==> src/xct_cfg.svh <==
// constants for the xor chain test mode block
`ifndef XCT_CFG_SVH
`define XCT_CFG_SVH
// ============================================================
// chain layout
`define XCT_NUM_CHAINS     7
`define XCT_MAX_LEN        56
`define XCT_LEN_C1         27
`define XCT_LEN_C2         26
`define XCT_LEN_C3         56
`define XCT_LEN_C4         56
`define XCT_LEN_C5         25
`define XCT_LEN_C6         24
`define XCT_LEN_C7         24
`define XCT_CHAIN3_IDX     2
`define XCT_STRAP_C2_POS   17
// ============================================================
// chain 3 warm-up, in hub link clocks (clock runs at link rate)
`define XCT_C3_CYCLES      35000
`define XCT_CNT_W          16
// ============================================================
// reset values
`define XCT_MODE_RESET     1'b0
`endif

==> src/xct_pkg.sv <==
// types for the xor chain test mode block
package xct_pkg;
  // ============================================================
  // mode flags latched at reset release
  typedef struct packed {
    logic tristate;
    logic chain;
  } xct_mode_type;

  typedef enum logic [1:0] {
    XCT_IDLE,
    XCT_LOW_WAIT,
    XCT_HIGH_WAIT,
    XCT_READY
  } xct_c3_state_type;
endpackage : xct_pkg

==> src/xct_chain.sv <==
// one xor chain: parity of its pins with the first stage tied high
`timescale 1ns/1ps
module xct_chain #(
  parameter int LEN = 27
) (
  input  wire logic [LEN-1:0] pins_i,
  output wire logic           result_o
);
  logic [LEN:0] stage;

  assign stage[0] = 1'b1;
  genvar g;
  generate
    for (g = 0; g < LEN; g++) begin : g_stage
      assign stage[g+1] = stage[g] ^ pins_i[g];
    end
  endgenerate
  assign result_o = stage[LEN];
endmodule : xct_chain

==> src/xct_top.sv <==
// xor chain board test and output tri-state mode logic
`timescale 1ns/1ps
`include "xct_cfg.svh"
module xct_top
  import xct_pkg::*;
(
  input  wire logic                    clk_i,
  input  wire logic                    reset_n_i,
  input  wire logic                    tristate_strap_i,
  input  wire logic                    chain_mode_strap_i,
  input  wire logic [`XCT_LEN_C1-1:0]  chain1_pins_i,
  input  wire logic [`XCT_LEN_C2-1:0]  chain2_pins_i,
  input  wire logic [`XCT_LEN_C3-1:0]  chain3_pins_i,
  input  wire logic [`XCT_LEN_C4-1:0]  chain4_pins_i,
  input  wire logic [`XCT_LEN_C5-1:0]  chain5_pins_i,
  input  wire logic [`XCT_LEN_C6-1:0]  chain6_pins_i,
  input  wire logic [`XCT_LEN_C7-1:0]  chain7_pins_i,
  input  wire logic [`XCT_NUM_CHAINS-1:0] func_result_i,
  input  wire logic [`XCT_NUM_CHAINS-1:0] func_oe_n_i,
  input  wire logic                    func_bidir_oe_n_i,
  output logic [`XCT_NUM_CHAINS-1:0]   chain_result_o,
  output logic [`XCT_NUM_CHAINS-1:0]   chain_result_oe_n_o,
  output logic                         bidir_oe_n_o,
  output logic                         chain_mode_o,
  output logic                         tristate_mode_o,
  output logic                         chain3_ready_o
);
  // ============================================================
  // strap capture: sampled every clock while reset is low, and the
  // sample taken just before release becomes the mode
  logic strap_chain_q, strap_chain_d;
  logic strap_tri_q, strap_tri_d;
  xct_mode_type mode_q, mode_d;
  logic in_reset_q, in_reset_d;

  always_comb begin
    strap_chain_d = chain_mode_strap_i;
    strap_tri_d   = tristate_strap_i;
    in_reset_d    = 1'b0;
    mode_d        = mode_q;
    if (in_reset_q) begin
      mode_d.chain    = strap_chain_q;
      mode_d.tristate = strap_tri_q;
    end
  end

  // strap flops carry no reset so that they keep sampling while reset
  // is low; the last sample before release is what gets latched
  always_ff @(posedge clk_i) begin
    strap_chain_q <= strap_chain_d;
    strap_tri_q   <= strap_tri_d;
  end

  always_ff @(posedge clk_i or negedge reset_n_i) begin
    if (!reset_n_i) begin
      in_reset_q      <= 1'b1;
      mode_q.chain    <= `XCT_MODE_RESET;
      mode_q.tristate <= `XCT_MODE_RESET;
    end else begin
      in_reset_q    <= in_reset_d;
      mode_q        <= mode_d;
    end
  end

  // the strap must still be high at release, so the first-edge sample
  // is taken after release from the last reset-phase value
  assign chain_mode_o    = mode_q.chain;
  assign tristate_mode_o = mode_q.tristate;

  // ============================================================
  // chain 3 warm-up counter, clocked by the hub link clock
  xct_c3_state_type c3_state_q, c3_state_d;
  logic [`XCT_CNT_W-1:0] c3_cnt_q, c3_cnt_d;

  always_comb begin
    c3_state_d   = c3_state_q;
    c3_cnt_d     = c3_cnt_q;
    case (c3_state_q)
      XCT_IDLE: begin
        c3_cnt_d     = `XCT_CNT_W'(1);
        if (chain_mode_strap_i)
          c3_state_d = XCT_LOW_WAIT;
      end
      XCT_LOW_WAIT: begin
        // entered from XCT_IDLE whenever the chain strap is high, except on the clock the warm-up arms; goes back to idle next clock
        c3_state_d = XCT_IDLE;
      end
      XCT_HIGH_WAIT: begin
        if (!chain_mode_strap_i) begin
          c3_state_d = XCT_IDLE;
        end else if (c3_cnt_q >= `XCT_CNT_W'(`XCT_C3_CYCLES)) begin
          c3_state_d = XCT_READY;
        end else begin
          c3_cnt_d = c3_cnt_q + `XCT_CNT_W'(1);
        end
      end
      XCT_READY: begin
        c3_state_d = XCT_READY;
      end
      default: c3_state_d = XCT_IDLE;
    endcase
  end

  // reset-low phase length is counted by its own counter below
  logic [`XCT_CNT_W-1:0] low_cnt_q;
  logic                  low_ok_q;

  always_ff @(posedge clk_i or negedge reset_n_i) begin
    if (!reset_n_i) begin
      c3_state_q   <= XCT_IDLE;
      c3_cnt_q     <= '0;
    end else if (low_ok_q && mode_q.chain == 1'b0 && in_reset_q) begin
      c3_state_q   <= XCT_HIGH_WAIT;
      c3_cnt_q     <= `XCT_CNT_W'(1);
    end else begin
      c3_state_q   <= c3_state_d;
      c3_cnt_q     <= c3_cnt_d;
    end
  end

  // counts clocks with reset low and strap high; the count cannot be
  // cleared by the reset it measures, so it uses a synchronous clear
  logic [`XCT_CNT_W-1:0] low_cnt_d;
  logic                  low_ok_d;

  always_comb begin
    low_cnt_d = low_cnt_q;
    low_ok_d  = low_ok_q;
    if (reset_n_i || !chain_mode_strap_i) begin
      if (!in_reset_q) begin
        low_cnt_d = '0;
        low_ok_d  = 1'b0;
      end
      if (!chain_mode_strap_i) begin
        low_cnt_d = '0;
        low_ok_d  = 1'b0;
      end
    end else if (low_cnt_q >= `XCT_CNT_W'(`XCT_C3_CYCLES - 1)) begin
      low_ok_d = 1'b1;
    end else begin
      low_cnt_d = low_cnt_q + `XCT_CNT_W'(1);
    end
  end

  always_ff @(posedge clk_i) begin
    low_cnt_q <= low_cnt_d;
    low_ok_q  <= low_ok_d;
  end

  assign chain3_ready_o = (c3_state_q == XCT_READY) && mode_q.chain;

  // ============================================================
  // chains, combinational from pins to result
  logic [`XCT_NUM_CHAINS-1:0] raw;

  xct_chain #(.LEN(`XCT_LEN_C1)) u_c1 (
    .pins_i   (chain1_pins_i),
    .result_o (raw[0])
  );
  xct_chain #(.LEN(`XCT_LEN_C2)) u_c2 (
    .pins_i   (chain2_pins_i),
    .result_o (raw[1])
  );
  xct_chain #(.LEN(`XCT_LEN_C3)) u_c3 (
    .pins_i   (chain3_pins_i),
    .result_o (raw[2])
  );
  xct_chain #(.LEN(`XCT_LEN_C4)) u_c4 (
    .pins_i   (chain4_pins_i),
    .result_o (raw[3])
  );
  xct_chain #(.LEN(`XCT_LEN_C5)) u_c5 (
    .pins_i   (chain5_pins_i),
    .result_o (raw[4])
  );
  xct_chain #(.LEN(`XCT_LEN_C6)) u_c6 (
    .pins_i   (chain6_pins_i),
    .result_o (raw[5])
  );
  xct_chain #(.LEN(`XCT_LEN_C7)) u_c7 (
    .pins_i   (chain7_pins_i),
    .result_o (raw[6])
  );

  // ============================================================
  // output muxing: chain results bypass the clock entirely
  function automatic logic chain_live(input int idx, input logic rdy);
    chain_live = (idx == `XCT_CHAIN3_IDX) ? rdy : 1'b1;
  endfunction : chain_live

  genvar k;
  generate
    for (k = 0; k < `XCT_NUM_CHAINS; k++) begin : g_out
      always_comb begin
        if (mode_q.tristate) begin
          chain_result_o[k]      = 1'b0;
          chain_result_oe_n_o[k] = 1'b1;
        end else if (mode_q.chain && chain_live(k, chain3_ready_o)) begin
          chain_result_o[k]      = raw[k];
          chain_result_oe_n_o[k] = 1'b0;
        end else if (mode_q.chain) begin
          chain_result_o[k]      = 1'b0;
          chain_result_oe_n_o[k] = 1'b1;
        end else begin
          chain_result_o[k]      = func_result_i[k];
          chain_result_oe_n_o[k] = func_oe_n_i[k];
        end
      end
    end
  endgenerate

  assign bidir_oe_n_o = (mode_q.chain || mode_q.tristate) ? 1'b1
                        : func_bidir_oe_n_i;
endmodule : xct_top
==> config.mk <==
export PLATFORM = sky130hd
export DESIGN_NAME = xct_top
export DESIGN_NICKNAME = d
export VERILOG_FILES = /design/src/xct_pkg.sv /design/src/xct_chain.sv /design/src/xct_top.sv
export VERILOG_INCLUDE_DIRS = /design/src /design/src/src
export SDC_FILE = /design/constraint.sdc
export NUM_CORES = 1
export LEC_CHECK = 0
export BUFFER_PORTS_ARGS = -buffer_cell sky130_fd_sc_hd__buf_4
export CAP_MARGIN = 20
export CORE_AREA = 5 5 105 107
export CTS_BUF_LIST = sky130_fd_sc_hd__clkbuf_2
export DETAILED_ROUTE_END_ITERATION = 12
export DIE_AREA = 0 0 110 112
export GPL_ROUTABILITY_DRIVEN = 0
export MAX_ROUTING_LAYER = met4
export PLACE_DENSITY = 0.86
export SYNTH_ARGS = -nofsm -noshare
export SYNTH_HDL_FRONTEND = slang
export SYNTH_HIERARCHICAL = 1
export SYNTH_SLANG_ARGS = --single-unit
==> constraint.sdc <==
create_clock -name clk_i -period 5.72 [get_ports clk_i]
set_input_delay 0.572 -clock clk_i [delete_from_list [all_inputs] [get_ports clk_i]]
set_output_delay 0.572 -clock clk_i [all_outputs]
set_load 0.02 [all_outputs]
==> flow_summary.json <==
{
  "crit_slowest_cell": "xnor3_1",
  "pre_cts_ws_ns": 2.67,
  "endpoint_kind": "output pin",
  "ff2ff_setup_slack_ns": 3.29,
  "synth-edff-count": 17,
  "hold_viol_final": 0,
  "grt_setup_unrepaired": "false",
  "worst_slack_ns": 2.69,
  "diodes": 0,
  "ys_top_cells_by_area": "xnor2_1 (37%), edfxtp_1 (12%), dfrtp_1 (11%)",
  "drtPass1Iterations": 4,
  "power_mw": 1.35,
  "p_leak_nw": 2.95,
  "antenna_found_initial": 0,
  "cts.sinks": 40,
  "grt_max_degree": 26,
  "r2r_start": "chain_mode_o$_DFFE_PN0P_",
  "design.core.area_um2": 10000,
  "cts.clk_slew.worst_paths_ns": 0.21,
  "drv_slew": 0,
  "synthesis.nets": 718,
  "gr-total-overflow": 0,
  "first_iter_violations": 233,
  "whs_ns": 0.0151,
  "cp_slowest_stage_delay_ns": 0.37,
  "io_buffers": 274,
  "netlist_instances": 458,
  "cts_tree": "built",
  "viasPerCell": 4.85,
  "syn_area_um2": 4370,
  "fin_tns_setup_ns": 0,
  "synth_common_cells": "xnor2_1 (182), xor2_1 (36), nor2_1 (31)",
  "clockRootBuffer": "clkbuf_2",
  "drc": 0,
  "die_w_um": 110,
  "status": "complete, no violations",
  "crit_buf_inv": 2,
  "layout_min_cycle_time_ns": 3.03,
  "wl_per_cell_um": 16.9,
  "cp.depth": 9,
  "htree_levels": 2,
  "crit_fanout": 1,
  "antenna_left": 0,
  "ctsHoldBuffers": 0,
  "initial_utilization": 0.435,
  "powerDensity_nw_per_um2": 204,
  "rows": 37,
  "netlist-cell-type-count": 50,
  "hp-class": "in -> async",
  "ir_drop_mv": 0.110,
  "grt_pass1_wl_um": 22000,
  "cp_top_family": "XOR/XNOR gates",
  "setup_viol": 0,
  "reg2reg_to": "c3_cnt_q[7]$_DFFE_PN0P_",
  "worstPathArrival_ns": 2.46,
  "grt_pass1_vias": 4377,
  "dp_hpwl_um": 12500,
  "yosysSeqAreaShare": 0.247,
  "ioPinCount": 275,
  "synth_top_cell_by_area": "xnor2_1",
  "die_area_um2": 12300,
  "drive_above_1_share": 0.405,
  "critical_path_class": "in -> out",
  "min_period_over_period": 0.530,
  "die_h_um": 112,
  "cts_setup_buffers": 0,
  "nets": 993,
  "cp-start-kind": "input port",
  "clock_latency_ns": 0.40,
  "drt-total-wl_um": 14700,
  "cts_resized": 0,
  "reg2reg_depth": 5,
  "max_cap_violations": 0,
  "avgSynthCellArea_um2": 9.53,
  "yosysWarnings": 6,
  "synth_top_area_share": 0.365,
  "cts_inserted_buffers": 5,
  "syn_to_final_growth_pct": 51.4,
  "synthArstFlopShare": 0.525,
  "skew_ns": 0.0116,
  "ys.flop_type": "dfrtp_1",
  "slew_headroom": 0.427,
  "synth-seq-cells": 40,
  "worstPathRequired_ns": 5.15,
  "tightest_slew_ns": 0.856,
  "cts_buffer_depth": 2,
  "fmax_mhz": 330,
  "groute.usage.overall": 0.232,
  "via_count": 4218,
  "synthMostInstantiatedCell": "xnor2_1",
  "worstPathCellList": "buf_4 -> xor2_1 -> xnor2_1 -> xnor2_1 -> xnor3_1 -> xnor3_1 -> mux2i_1 -> nor2_1 -> buf_4"
}
==> routing by layer <==
| layer | track usage | part of all wire | vias to the layer above |
|---|---|---|---|
| li1 | - | - | 2085 |
| met1 | 0.255 | 0.35 | 1955 |
| met2 | 0.429 | 0.55 | 163 |
| met3 | 0.0446 | 0.090 | 15 |
| met4 | 0.0424 | 0.011 | 0 |
| met5 | - | 0 | - |
==> state kept, by name, summed over array words and instances (netlist names) <==
register	flops
in_reset_q	1
low_cnt_q	16
c3_state_q	2
tristate_mode_o	1
c3_cnt_q	16
low_ok_q	1
strap_tri_q	1
strap_chain_q	1
chain_mode_o	1
==> area by class of cell <==
cell class                 instances  area (um2)
timing repair buffer             276        2070
clock buffer                       5        25.0
tap                              136         170
sequential                        40        1080
multi-input combinational        404        3230
clock inverter                     3        13.8
fill                             804        3440
inverter                           6        22.5
==> layout by cell type, fill, tap and decap left out, drive strengths merged, types with 3 or more instances in the layout <==
cell type,synthesis,layout
a21o,7,7
a21oi,15,15
a31oi,13,13
and2,3,3
and3,7,7
and4,3,3
buf,4,276
clkbuf,4,5
clkinv,0,3
dfrtp,20,20
edfxtp,17,17
ha,3,3
inv,6,6
mux2i,7,7
nand2,22,22
nand2b,7,7
nand3,9,9
nand4,4,4
nor2,31,31
nor3,7,7
o21ai,10,10
xnor2,185,185
xnor3,12,12
xor2,36,36
==> power breakdown <==
group	leakage, nW	switching [mW]	internal (mW)
combinational	2.43	0.340	0.531
clock	0.0302	0.0942	0.0275
sequential	0.490	0.0318	0.322
total	2.95	0.466	0.881
==> per-stage QoR <==
step                      cell area, um2  utilization  cells
final                               6610        0.658    870
after floorplan                     4370            -    458
after detailed placement            6570        0.654    862
after CTS                           6610        0.658    870
after global placement              6570        0.654    862
after global routing                6610        0.658    870
==> how the worst max path moves through the flow <==
stage | start | endpoint | slack (ns)
floorplan | low_cnt_q[12]$_SDFFCE_PN0P_ | low_cnt_q[0]$_SDFFCE_PN0P_ | 3.02
global placement | chain4_pins_i[28] | chain_result_o[3] | 2.70
detailed placement | chain4_pins_i[28] | chain_result_o[3] | 2.67
CTS | chain4_pins_i[28] | chain_result_o[3] | 2.65
global route | chain4_pins_i[28] | chain_result_o[3] | 2.61
finish | chain4_pins_i[28] | chain_result_o[3] | 2.69
==> worst reg2reg max path: cells and delay by family (launching register included) <==
family	cells	cell delay, ns
compound gates	2	0.43
buf+inv	1	0.26
flops	1	0.77
simple gates	2	0.91
==> cell families after synthesis <==
kind of cell             count (synthesis)  synth area share
buffers and inverters                   14            0.0135
AND/OR/NAND/NOR                        103             0.120
flip-flops                              40             0.247
multiplexers                             8            0.0186
adder cells (fa/ha/maj)                  3           0.00860
AO/OA/AOI/OAI                           56            0.0817
XOR/XNOR                               233             0.510
other                                    1          0.000859
(Power assumes the default switching activity.)
